File: src/rtl/aux_adc_pkg.sv
// Constants, register map and state types of the auxiliary converter sequencer
package aux_adc_pkg;

  localparam int CLK_MHZ = 125;
  localparam int NUM_CH = 16;
  localparam int CH_W = 4;
  localparam int RES_BITS = 8;
  localparam int SENSOR_W = 2;
  localparam int SEL_W = CH_W + 1;
  localparam int DEB_W = 4;
  localparam int PER_W = 16;
  localparam int IRQ_W = 3;

  // Analog settling time after power is applied, and its cycle count
  localparam int POWERUP_NS = 1000;
  localparam int POWERUP_CYC = (POWERUP_NS * CLK_MHZ + 999) / 1000;
  localparam int PWR_CNT_W = $clog2(POWERUP_CYC + 1);

  // Register byte offsets
  localparam logic [7:0] ADR_TRIG = 8'h00;
  localparam logic [7:0] ADR_AUTO = 8'h04;
  localparam logic [7:0] ADR_PWR = 8'h08;
  localparam logic [7:0] ADR_STAT = 8'h0c;
  localparam logic [7:0] ADR_IRQ_ST = 8'h10;
  localparam logic [7:0] ADR_IRQ_MASK = 8'h14;
  localparam logic [7:0] ADR_MON_CFG = 8'h18;
  localparam logic [7:0] ADR_MON_THR = 8'h1c;
  localparam logic [7:0] ADR_MON_PER = 8'h20;
  localparam logic [7:0] ADR_MON_DEB = 8'h24;
  localparam logic [7:0] ADR_THERM = 8'h28;
  localparam logic [7:0] ADR_RES_BASE = 8'h40;
  localparam logic [7:0] ADR_RES_END = 8'h7c;

  // Field positions
  localparam int PWR_WAIT_BIT = 0;
  localparam int MON_EN_BIT = 4;
  localparam int IRQ_DONE_BIT = 0;
  localparam int IRQ_MON_BIT = 1;
  localparam int IRQ_THERM_BIT = 2;
  localparam int STAT_CH_LSB = 4;
  localparam int STAT_PEND_LSB = 16;

  // Reset values
  localparam logic [RES_BITS-1:0] THR_RST = 8'h80;
  localparam logic [PER_W-1:0] PER_RST = 16'h0100;
  localparam logic [DEB_W-1:0] DEB_RST = 4'h2;

  typedef enum logic [2:0] {
    ST_IDLE = 3'b000,
    ST_POWER = 3'b001,
    ST_CONVERT = 3'b010,
    ST_WAIT = 3'b011,
    ST_STORE = 3'b100
  } seq_state_t;

  typedef enum logic [1:0] {
    SRC_SW = 2'b00,
    SRC_THERM = 2'b01,
    SRC_MON = 2'b10
  } src_t;

endpackage

File: src/rtl/aux_adc_sar.sv
// Successive approximation engine, one bit decided per clock
`timescale 1ns/1ns
module aux_adc_sar
  import aux_adc_pkg::*;
#(
  parameter int BITS = RES_BITS
)
(
  input wire logic clk_sys,
  input wire logic sys_rst,
  input wire logic start,
  input wire logic comp_in,
  output logic [BITS-1:0] trial,
  output logic busy,
  output logic done,
  output logic [BITS-1:0] result
);

  localparam logic [BITS-1:0] MID = {1'b1, {(BITS-1){1'b0}}};
  localparam int IDX_W = $clog2(BITS);
  localparam logic [IDX_W-1:0] TOP = IDX_W'(BITS - 1);

  logic [IDX_W-1:0] bit_idx;
  logic [IDX_W-1:0] next_bit_idx;
  logic [BITS-1:0] next_trial;
  logic [BITS-1:0] next_result;
  logic next_busy;
  logic next_done;

  always_comb
  begin
    logic [BITS-1:0] t;
    t = trial;
    next_trial = trial;
    next_bit_idx = bit_idx;
    next_busy = busy;
    next_done = 1'b0;
    next_result = result;
    if (start)
    begin
      next_busy = 1'b1;
      next_bit_idx = TOP;
      next_trial = MID;
    end
    else if (busy)
    begin
      t[bit_idx] = comp_in;
      if (bit_idx == '0)
      begin
        next_busy = 1'b0;
        next_done = 1'b1;
        next_result = t;
      end
      else
      begin
        next_bit_idx = bit_idx - IDX_W'(1);
        t[bit_idx - IDX_W'(1)] = 1'b1;
      end
      next_trial = t;
    end
  end

  always_ff @(posedge clk_sys)
  begin
    if (sys_rst)
    begin
      trial <= '0;
      bit_idx <= '0;
      busy <= 1'b0;
      done <= 1'b0;
      result <= '0;
    end
    else
    begin
      trial <= next_trial;
      bit_idx <= next_bit_idx;
      busy <= next_busy;
      done <= next_done;
      result <= next_result;
    end
  end
endmodule

File: src/rtl/aux_adc_sequencer.sv
// Auxiliary converter sequencer with classic Wishbone register slave
//
// Design decisions made here: the Wishbone slave port and the address map.
`timescale 1ns/1ns
module aux_adc_sequencer
  import aux_adc_pkg::*;
#(
  parameter int PWR_CYC = POWERUP_CYC
)
(
  input wire logic clk_sys,
  input wire logic sys_rst,
  input wire logic wb_cyc_i,
  input wire logic wb_stb_i,
  input wire logic wb_we_i,
  input wire logic [7:0] wb_adr_i,
  input wire logic [3:0] wb_sel_i,
  input wire logic [31:0] wb_dat_i,
  output logic [31:0] wb_dat_o,
  output logic wb_ack_o,
  input wire logic comp_in,
  input wire logic therm_req,
  input wire logic [SENSOR_W-1:0] therm_sensor,
  output logic ana_power,
  output logic [SEL_W-1:0] ana_sel,
  output logic [RES_BITS-1:0] ana_trial,
  output logic therm_valid,
  output logic [RES_BITS-1:0] therm_result,
  output logic irq
);

  // ------------------------------------------------------------
  // Helpers
  // ------------------------------------------------------------
  function automatic logic [31:0] byte_mask(input logic [3:0] sel);
    for (int b = 0; b < 4; b++)
      byte_mask[8*b +: 8] = {8{sel[b]}};
  endfunction

  function automatic logic [CH_W-1:0] top_index(input logic [NUM_CH-1:0] v);
    top_index = '0;
    for (int i = 0; i < NUM_CH; i++)
      if (v[i])
        top_index = CH_W'(i);
  endfunction

  function automatic logic result_hit(input logic [7:0] adr);
    result_hit = (adr >= ADR_RES_BASE) && (adr <= ADR_RES_END) && (adr[1:0] == 2'b00);
  endfunction

  // ------------------------------------------------------------
  // State
  // ------------------------------------------------------------
  seq_state_t state, next_state;
  src_t src, next_src;
  logic [CH_W-1:0] cur_ch, next_cur_ch;
  localparam int CNT_W = $clog2(PWR_CYC + 1);
  logic [CNT_W-1:0] pwr_cnt, next_pwr_cnt;
  logic [NUM_CH-1:0] trig, next_trig;
  logic [NUM_CH-1:0] pending, next_pending;
  logic [NUM_CH-1:0] auto_en, next_auto_en;
  logic pwr_wait, next_pwr_wait;
  logic [IRQ_W-1:0] irq_st, next_irq_st;
  logic [IRQ_W-1:0] irq_mask, next_irq_mask;
  logic [CH_W-1:0] mon_ch, next_mon_ch;
  logic mon_en, next_mon_en;
  logic [RES_BITS-1:0] mon_thr, next_mon_thr;
  logic [PER_W-1:0] mon_per, next_mon_per;
  logic [PER_W-1:0] mon_cnt, next_mon_cnt;
  logic [DEB_W-1:0] deb_lim, next_deb_lim;
  logic [DEB_W-1:0] deb_cnt, next_deb_cnt;
  logic mon_over, next_mon_over;
  logic mon_pend, next_mon_pend;
  logic therm_pend, next_therm_pend;
  logic [SENSOR_W-1:0] therm_id, next_therm_id;
  logic [RES_BITS-1:0] result [NUM_CH];
  logic [RES_BITS-1:0] next_result [NUM_CH];
  logic next_ana_power, next_therm_valid, next_irq, next_ack;
  logic [SEL_W-1:0] next_ana_sel;
  logic [RES_BITS-1:0] next_therm_result;
  logic [31:0] next_dat, rd_mux, wmask;
  logic req, wr, rd, sar_start, sar_done, sar_busy;
  logic [RES_BITS-1:0] sar_result;
  logic [NUM_CH-1:0] trig_rise, auto_set, pick_mask;
  logic [CH_W-1:0] hi_ch, rd_idx;
  logic [IRQ_W-1:0] irq_ev;

  aux_adc_sar #(.BITS(RES_BITS)) sar (
    .clk_sys(clk_sys),
    .sys_rst(sys_rst),
    .start(sar_start),
    .comp_in(comp_in),
    .trial(ana_trial),
    .busy(sar_busy),
    .done(sar_done),
    .result(sar_result)
  );

  // ------------------------------------------------------------
  // Register slave and request bookkeeping
  // ------------------------------------------------------------
  always_comb
  begin
    req = wb_cyc_i & wb_stb_i & ~wb_ack_o;
    wr = req & wb_we_i;
    rd = req & ~wb_we_i;
    wmask = byte_mask(wb_sel_i);
    hi_ch = top_index(pending);
    rd_idx = wb_adr_i[CH_W+1:2];
    case (wb_adr_i)
      ADR_TRIG: rd_mux = 32'(trig);
      ADR_AUTO: rd_mux = 32'(auto_en);
      ADR_PWR: rd_mux = 32'(pwr_wait);
      ADR_STAT: rd_mux = {pending, 8'h00, cur_ch, 3'b000, state != ST_IDLE};
      ADR_IRQ_ST: rd_mux = 32'(irq_st);
      ADR_IRQ_MASK: rd_mux = 32'(irq_mask);
      ADR_MON_CFG: rd_mux = 32'({mon_en, mon_ch});
      ADR_MON_THR: rd_mux = 32'(mon_thr);
      ADR_MON_PER: rd_mux = 32'(mon_per);
      ADR_MON_DEB: rd_mux = 32'(deb_lim);
      ADR_THERM: rd_mux = 32'(therm_result);
      default: rd_mux = result_hit(wb_adr_i) ? 32'(result[rd_idx]) : 32'h0000_0000;
    endcase
    next_ack = req;
    next_dat = rd ? rd_mux : 32'h0000_0000;
    next_trig = trig;
    next_auto_en = auto_en;
    next_pwr_wait = pwr_wait;
    next_irq_mask = irq_mask;
    next_mon_ch = mon_ch;
    next_mon_en = mon_en;
    next_mon_thr = mon_thr;
    next_mon_per = mon_per;
    next_deb_lim = deb_lim;
    trig_rise = '0;
    auto_set = '0;
    if (wr)
    begin
      case (wb_adr_i)
        ADR_TRIG:
        begin
          next_trig = (trig & ~wmask[NUM_CH-1:0]) | (wb_dat_i[NUM_CH-1:0] & wmask[NUM_CH-1:0]);
          trig_rise = next_trig & ~trig;
        end
        ADR_AUTO: next_auto_en = (auto_en & ~wmask[NUM_CH-1:0]) | (wb_dat_i[NUM_CH-1:0] & wmask[NUM_CH-1:0]);
        ADR_PWR: if (wb_sel_i[0]) next_pwr_wait = wb_dat_i[PWR_WAIT_BIT];
        ADR_IRQ_MASK: if (wb_sel_i[0]) next_irq_mask = wb_dat_i[IRQ_W-1:0];
        ADR_MON_CFG:
          if (wb_sel_i[0])
          begin
            next_mon_ch = wb_dat_i[CH_W-1:0];
            next_mon_en = wb_dat_i[MON_EN_BIT];
          end
        ADR_MON_THR: if (wb_sel_i[0]) next_mon_thr = wb_dat_i[RES_BITS-1:0];
        ADR_MON_PER: next_mon_per = (mon_per & ~wmask[PER_W-1:0]) | (wb_dat_i[PER_W-1:0] & wmask[PER_W-1:0]);
        ADR_MON_DEB: if (wb_sel_i[0]) next_deb_lim = wb_dat_i[DEB_W-1:0];
        default: next_trig = trig;
      endcase
    end
    if (rd && result_hit(wb_adr_i) && auto_en[rd_idx])
      auto_set[rd_idx] = 1'b1;
  end

  // ------------------------------------------------------------
  // Conversion sequencer
  // ------------------------------------------------------------
  always_comb
  begin
    next_state = state;
    next_src = src;
    next_cur_ch = cur_ch;
    next_pwr_cnt = pwr_cnt;
    next_ana_power = ana_power;
    next_ana_sel = ana_sel;
    next_result = result;
    next_therm_result = therm_result;
    next_therm_valid = 1'b0;
    sar_start = 1'b0;
    pick_mask = '0;
    irq_ev = '0;
    next_therm_pend = therm_pend | therm_req;
    next_therm_id = therm_req ? therm_sensor : therm_id;
    next_mon_pend = mon_pend;
    next_mon_cnt = mon_cnt;
    next_deb_cnt = deb_cnt;
    next_mon_over = mon_over;
    if (mon_en)
    begin
      if (mon_cnt >= mon_per)
      begin
        next_mon_cnt = '0;
        next_mon_pend = 1'b1;
      end
      else
        next_mon_cnt = mon_cnt + PER_W'(1);
    end
    unique case (state)
      ST_IDLE:
        if (|pending || therm_pend || mon_pend)
        begin
          if (|pending)
          begin
            next_src = SRC_SW;
            next_cur_ch = hi_ch;
            next_ana_sel = {1'b0, hi_ch};
            pick_mask[hi_ch] = 1'b1;
          end
          else if (therm_pend)
          begin
            next_src = SRC_THERM;
            next_therm_pend = therm_req;
            next_ana_sel = {1'b1, {(CH_W-SENSOR_W){1'b0}}, therm_id};
          end
          else
          begin
            next_src = SRC_MON;
            next_mon_pend = mon_en && (mon_cnt >= mon_per); // A period ending now is not lost
            next_ana_sel = {1'b0, mon_ch};
          end
          next_ana_power = 1'b1;
          next_pwr_cnt = CNT_W'(PWR_CYC - 1);
          next_state = pwr_wait ? ST_POWER : ST_CONVERT;
        end
      ST_POWER:
        if (pwr_cnt == '0)
          next_state = ST_CONVERT;
        else
          next_pwr_cnt = pwr_cnt - CNT_W'(1);
      ST_CONVERT:
      begin
        sar_start = 1'b1;
        next_state = ST_WAIT;
      end
      ST_WAIT:
        if (sar_done)
          next_state = ST_STORE;
      ST_STORE:
      begin
        next_ana_power = 1'b0;
        next_state = ST_IDLE;
        unique case (src)
          SRC_SW:
          begin
            next_result[cur_ch] = sar_result;
            irq_ev[IRQ_DONE_BIT] = 1'b1;
          end
          SRC_THERM:
          begin
            next_therm_result = sar_result;
            next_therm_valid = 1'b1;
            irq_ev[IRQ_THERM_BIT] = 1'b1;
          end
          default:
          begin
            if (sar_result > mon_thr)
            begin
              next_deb_cnt = (deb_cnt == deb_lim) ? deb_cnt : deb_cnt + DEB_W'(1);
              next_mon_over = (next_deb_cnt == deb_lim);
            end
            else
            begin
              next_deb_cnt = '0;
              next_mon_over = 1'b0;
            end
            irq_ev[IRQ_MON_BIT] = next_mon_over & ~mon_over;
          end
        endcase
      end
    endcase
    next_pending = (pending & ~pick_mask) | trig_rise | auto_set;
    next_irq_st = (irq_st & ~((wr && wb_adr_i == ADR_IRQ_ST) ? wb_dat_i[IRQ_W-1:0] & wmask[IRQ_W-1:0] : '0))
                  | irq_ev;
    next_irq = |(next_irq_st & next_irq_mask);
  end

  always_ff @(posedge clk_sys)
  begin
    if (sys_rst)
    begin
      state <= ST_IDLE;
      src <= SRC_SW;
      cur_ch <= '0;
      pwr_cnt <= '0;
      trig <= '0;
      pending <= '0;
      auto_en <= '0;
      pwr_wait <= 1'b0;
      irq_st <= '0;
      irq_mask <= '0;
      mon_ch <= '0;
      mon_en <= 1'b0;
      mon_thr <= THR_RST;
      mon_per <= PER_RST;
      mon_cnt <= '0;
      deb_lim <= DEB_RST;
      deb_cnt <= '0;
      mon_over <= 1'b0;
      mon_pend <= 1'b0;
      therm_pend <= 1'b0;
      therm_id <= '0;
      for (int i = 0; i < NUM_CH; i++)
        result[i] <= '0;
      ana_power <= 1'b0;
      ana_sel <= '0;
      therm_valid <= 1'b0;
      therm_result <= '0;
      irq <= 1'b0;
      wb_ack_o <= 1'b0;
      wb_dat_o <= '0;
    end
    else
    begin
      state <= next_state;
      src <= next_src;
      cur_ch <= next_cur_ch;
      pwr_cnt <= next_pwr_cnt;
      trig <= next_trig;
      pending <= next_pending;
      auto_en <= next_auto_en;
      pwr_wait <= next_pwr_wait;
      irq_st <= next_irq_st;
      irq_mask <= next_irq_mask;
      mon_ch <= next_mon_ch;
      mon_en <= next_mon_en;
      mon_thr <= next_mon_thr;
      mon_per <= next_mon_per;
      mon_cnt <= next_mon_cnt;
      deb_lim <= next_deb_lim;
      deb_cnt <= next_deb_cnt;
      mon_over <= next_mon_over;
      mon_pend <= next_mon_pend;
      therm_pend <= next_therm_pend;
      therm_id <= next_therm_id;
      result <= next_result;
      ana_power <= next_ana_power;
      ana_sel <= next_ana_sel;
      therm_valid <= next_therm_valid;
      therm_result <= next_therm_result;
      irq <= next_irq;
      wb_ack_o <= next_ack;
      wb_dat_o <= next_dat;
    end
  end

  // ------------------------------------------------------------
  // Checks
  // ------------------------------------------------------------
  localparam int PWR_CYC_A = PWR_CYC;
endmodule

File: config.mk
export PLATFORM = sky130hd
export DESIGN_NAME = aux_adc_sequencer
export DESIGN_NICKNAME = d
export VERILOG_FILES = /design/src/rtl/aux_adc_pkg.sv /design/src/rtl/aux_adc_sar.sv /design/src/rtl/aux_adc_sequencer.sv
export SDC_FILE = /design/constraint.sdc
export NUM_CORES = 1
export LEC_CHECK = 0
export ABC_CLOCK_PERIOD_IN_PS = 3300
export BUFFER_PORTS_ARGS = -buffer_cell sky130_fd_sc_hd__buf_4
export CAP_MARGIN = 10
export CORE_MARGIN = 2
export CORE_UTILIZATION = 50
export DETAILED_ROUTE_END_ITERATION = 12
export PLACE_DENSITY = 0.75
export REMOVE_ABC_BUFFERS = 1
export SLEW_MARGIN = 20
export SYNTH_ARGS = -nofsm -noshare
export SYNTH_HDL_FRONTEND = slang
export SYNTH_SLANG_ARGS = --single-unit
File: constraint.sdc
create_clock -name clk_sys -period 3.3 [get_ports clk_sys]
set_input_delay 0.66 -clock clk_sys [delete_from_list [all_inputs] [get_ports clk_sys]]
set_output_delay 0.66 -clock clk_sys [all_outputs]
set_load 0.005 [all_outputs]
==> flow_summary.toml <==
[run_status]
status = "finished, final reports clean"

[sta]
fin_tns_setup_ps = 0
worst_pin_slew_ps = 907
skew_ps = 17.6
relSlewSlack_pct = 39.1
maxSlewViolCount = 0
setup_viol_count_final = 0
fmax_mhz = 360
grt_setup_unrepaired = "false"
fin_crit_sh_pct = 84.1
worst_slack_ps = 525
hold_viol = 0
min_period_ps = 2770

[yosys]
synth_top_area_share_pct = 43.3
synth_area_mm2 = 0.0151
yosysTopAreaCell = "dfxtp_1"
synth.ff_latch_count = 326
synthArstFlopShare_pct = 0
synth_area_leaders = "dfxtp_1 (43%), mux4_2 (6.7%), a21oi_1 (6.2%)"
syn_inst = 1714
synth_seq_area_share_pct = 43.3
synth-simple-area-share_pct = 21.6
synth_top_family_by_area = "simple AND/OR/NAND/NOR gates"
synth_fa_ha_area_share_pct = 2.49
synth_compound_area_share_pct = 14.0
synth_mux_area_share_pct = 12.1
synth_cell_types = 76
synth-xor-area-share_pct = 1.63
synth_edf_count = 0
synth_ff_type = "dfxtp_1"
synth_warnings = 0
postSynthAreaPerCell_um2 = 8.79

[power]
vdd_ir_drop_max_v = 0.000426
power_mw = 8.73
p_seq_share_pct = 46.6
combinationalPowerShare_pct = 7.9
switching_share_pct = 24.6
p_switching_mw = 2.15
leakagePower_nw = 6.28
intPower_mw = 6.58
powerDensity_mw_per_mm2 = 503
clockPowerShare_pct = 45.5

[floorplan]
dieArea_mm2 = 0.0315
ioPinCount = 110
start_util_pct = 50.8
core_mm2 = 0.0296
die_x_um = 178
die_y_um = 178
rows = 63

[cts]
htree_levels = 2
hold_buffers = 0
root_buffer = "clkbuf_16"
clkSlewWorstSetupHoldPaths_ps = 60
clock_latency_ps = 520
cts_setup_buffers = 0
cts_tree = "yes"
cts-resized-gates = 0
cts_buffer_depth = 3
cts_buffers = 36
cts_sinks = 326

[global_route]
grt_pass1_wl_mm = 69.0
grt_pass1_vias = 12800
antenna_found_initial = 0
overflow = 0
grt_max_degree = 137
grt.total_usage_pct = 27.6

[route]
drc_errors = 0
finalWirelength_mm = 43.6
via_per_inst = 6.16
wl_per_cell_um = 19.9
first_iter_violations = 1528
num_vias = 13500
drt-pass1-iter-count = 5
ant_nets = 0

[min_path]
min_path_type = "in2reg"

[placed_design]
io_buffers = 91
gp_congestion = 0.936
placed_area_mm2 = 0.0162
dp.cells = 2128
dpl.hpwl_mm = 30.2
post-place-ws_ps = 487

[worst_setup_path]
cp-start-kind = "register"
cp.arrival_ps = 3150
crit_path_end_kind = "register"
cp_data_required_time_ps = 3670
path_max_fanout = 8
critPathKind = "reg2reg"
r2r_slack_ps = 530

[finish]
num_antenna_cells = 0
final_cell_area_mm2 = 0.0174
nets = 1859
syn_to_final_growth_pct = 15.3
layout-drive-gt1-share_pct = 15.4
fin_cells = 2192

[flow_run]
drv_cap = 0
==> cells by family after synthesis <==
kind of cell,after synthesis
flip-flops,326
buffers and inverters,186
XOR/XNOR,28
adder cells (fa/ha/maj),30
AO/OA/AOI/OAI,341
multiplexers,125
AND/OR/NAND/NOR,678
==> through the flow <==
step                      utilization [%]  hold slack, ps
final                                58.6             387
after global routing                 58.6             406
after CTS                            58.6             374
after detailed placement             54.7             443
after global placement               54.7             438
after floorplan                         -             426
==> sequential cells by signal (all words and copies together) (netlist names), 3 cells and up, named ones only <==
| name | flops |
|---|---|
| cur_ch | 4 |
| mon_ch | 4 |
| deb_cnt | 4 |
| wb_dat_o | 32 |
| sar.result | 8 |
| irq_mask | 3 |
| state | 3 |
| mon_thr | 8 |
| therm_result | 8 |
| result | 128 |
| mon_cnt | 16 |
| pwr_cnt | 7 |
| trig | 16 |
| deb_lim | 4 |
| sar.trial | 8 |
| ana_sel | 4 |
| sar.bit_idx | 3 |
| irq_st | 3 |
| pending | 16 |
==> per-layer routing <==
| metal | global-route usage (%) | vias to the layer above | wire length [µm] |
|---|---|---|---|
| met3 | 4.71 | 128 | 3380 |
| met2 | 44.2 | 603 | 20000 |
| li1 | - | 6239 | - |
| met4 | 11.9 | 0 | 1830 |
| met1 | 36.6 | 6525 | 18400 |
| met5 | 0 | - | 0 |
==> area by class of cell <==
class	count	area, µm²
Clock buffer	54	1080
Clock inverter	10	85.1
Tap cell	390	488
Fill cell	2646	12300
Sequential cell	326	6530
Timing Repair Buffer	153	1180
Inverter	57	214
Multi-Input combinational cell	1202	7800
==> placed cells by master, fill, tap and decap left out, types with 37 or more instances in the layout <==
cell type,instances
nor2_1,151
a21oi_1,187
clkbuf_16,37
inv_1,56
mux2i_1,79
dfxtp_1,326
buf_4,150
nand2_1,207
nand3_1,167
mux4_2,45
==> cells in the mapped netlist (all sizes together) (5+ instances only) <==
library cell / count
nand2: 207
buf: 35
clkbuf: 94
inv: 56
a222oi: 6
nand3: 170
xor2: 11
o31ai: 5
or3: 5
a31oi: 12
and3: 9
nand4b: 6
nor3b: 5
nand4: 11
a211oi: 15
and2: 22
a221oi: 5
o41ai: 5
nor2b: 10
mux4: 45
nor2: 155
o22ai: 7
nor4: 10
mux2i: 79
o21ai: 27
and4: 6
nor3: 29
o32ai: 7
dfxtp: 326
o32a: 5
xnor2: 17
a22oi: 22
a21oi: 187
ha: 30
a311oi: 7
nand2b: 9
==> worst max-delay path, stage by stage (launching register included) <==
cell and delay [ps]:
dfxtp_1 450, or3b_1 500, or3_1 510, nor3b_4 540, nand2_1 390, nand2_1 170, a21oi_1 80
==> path summary, 6_finish.rpt <==
| path | from | endpoint | cells past startpoint |
|---|---|---|---|
| setup / recovery | state[2] | result[118] | 6 |
| hold / removal | therm_sensor[0] | therm_id[0] | 3 |
| hold reg to reg | pwr_cnt[1] | pwr_cnt[1] | 2 |
| setup reg to reg | state[2] | result[118] | 6 |
==> power by group through the flow <==
stage / clock network (mW) / registers, mW / logic [mW]
after global routing: 4.16 / 4.08 / 0.739
after global placement: 0 / 4.15 / 0.657
final: 3.97 / 4.07 / 0.691
after detailed placement: 0 / 4.15 / 0.672
after floorplan: 0 / 4.16 / 0.317
after CTS: 4.01 / 4.07 / 0.676
Power figures use the tool's default switching activity.
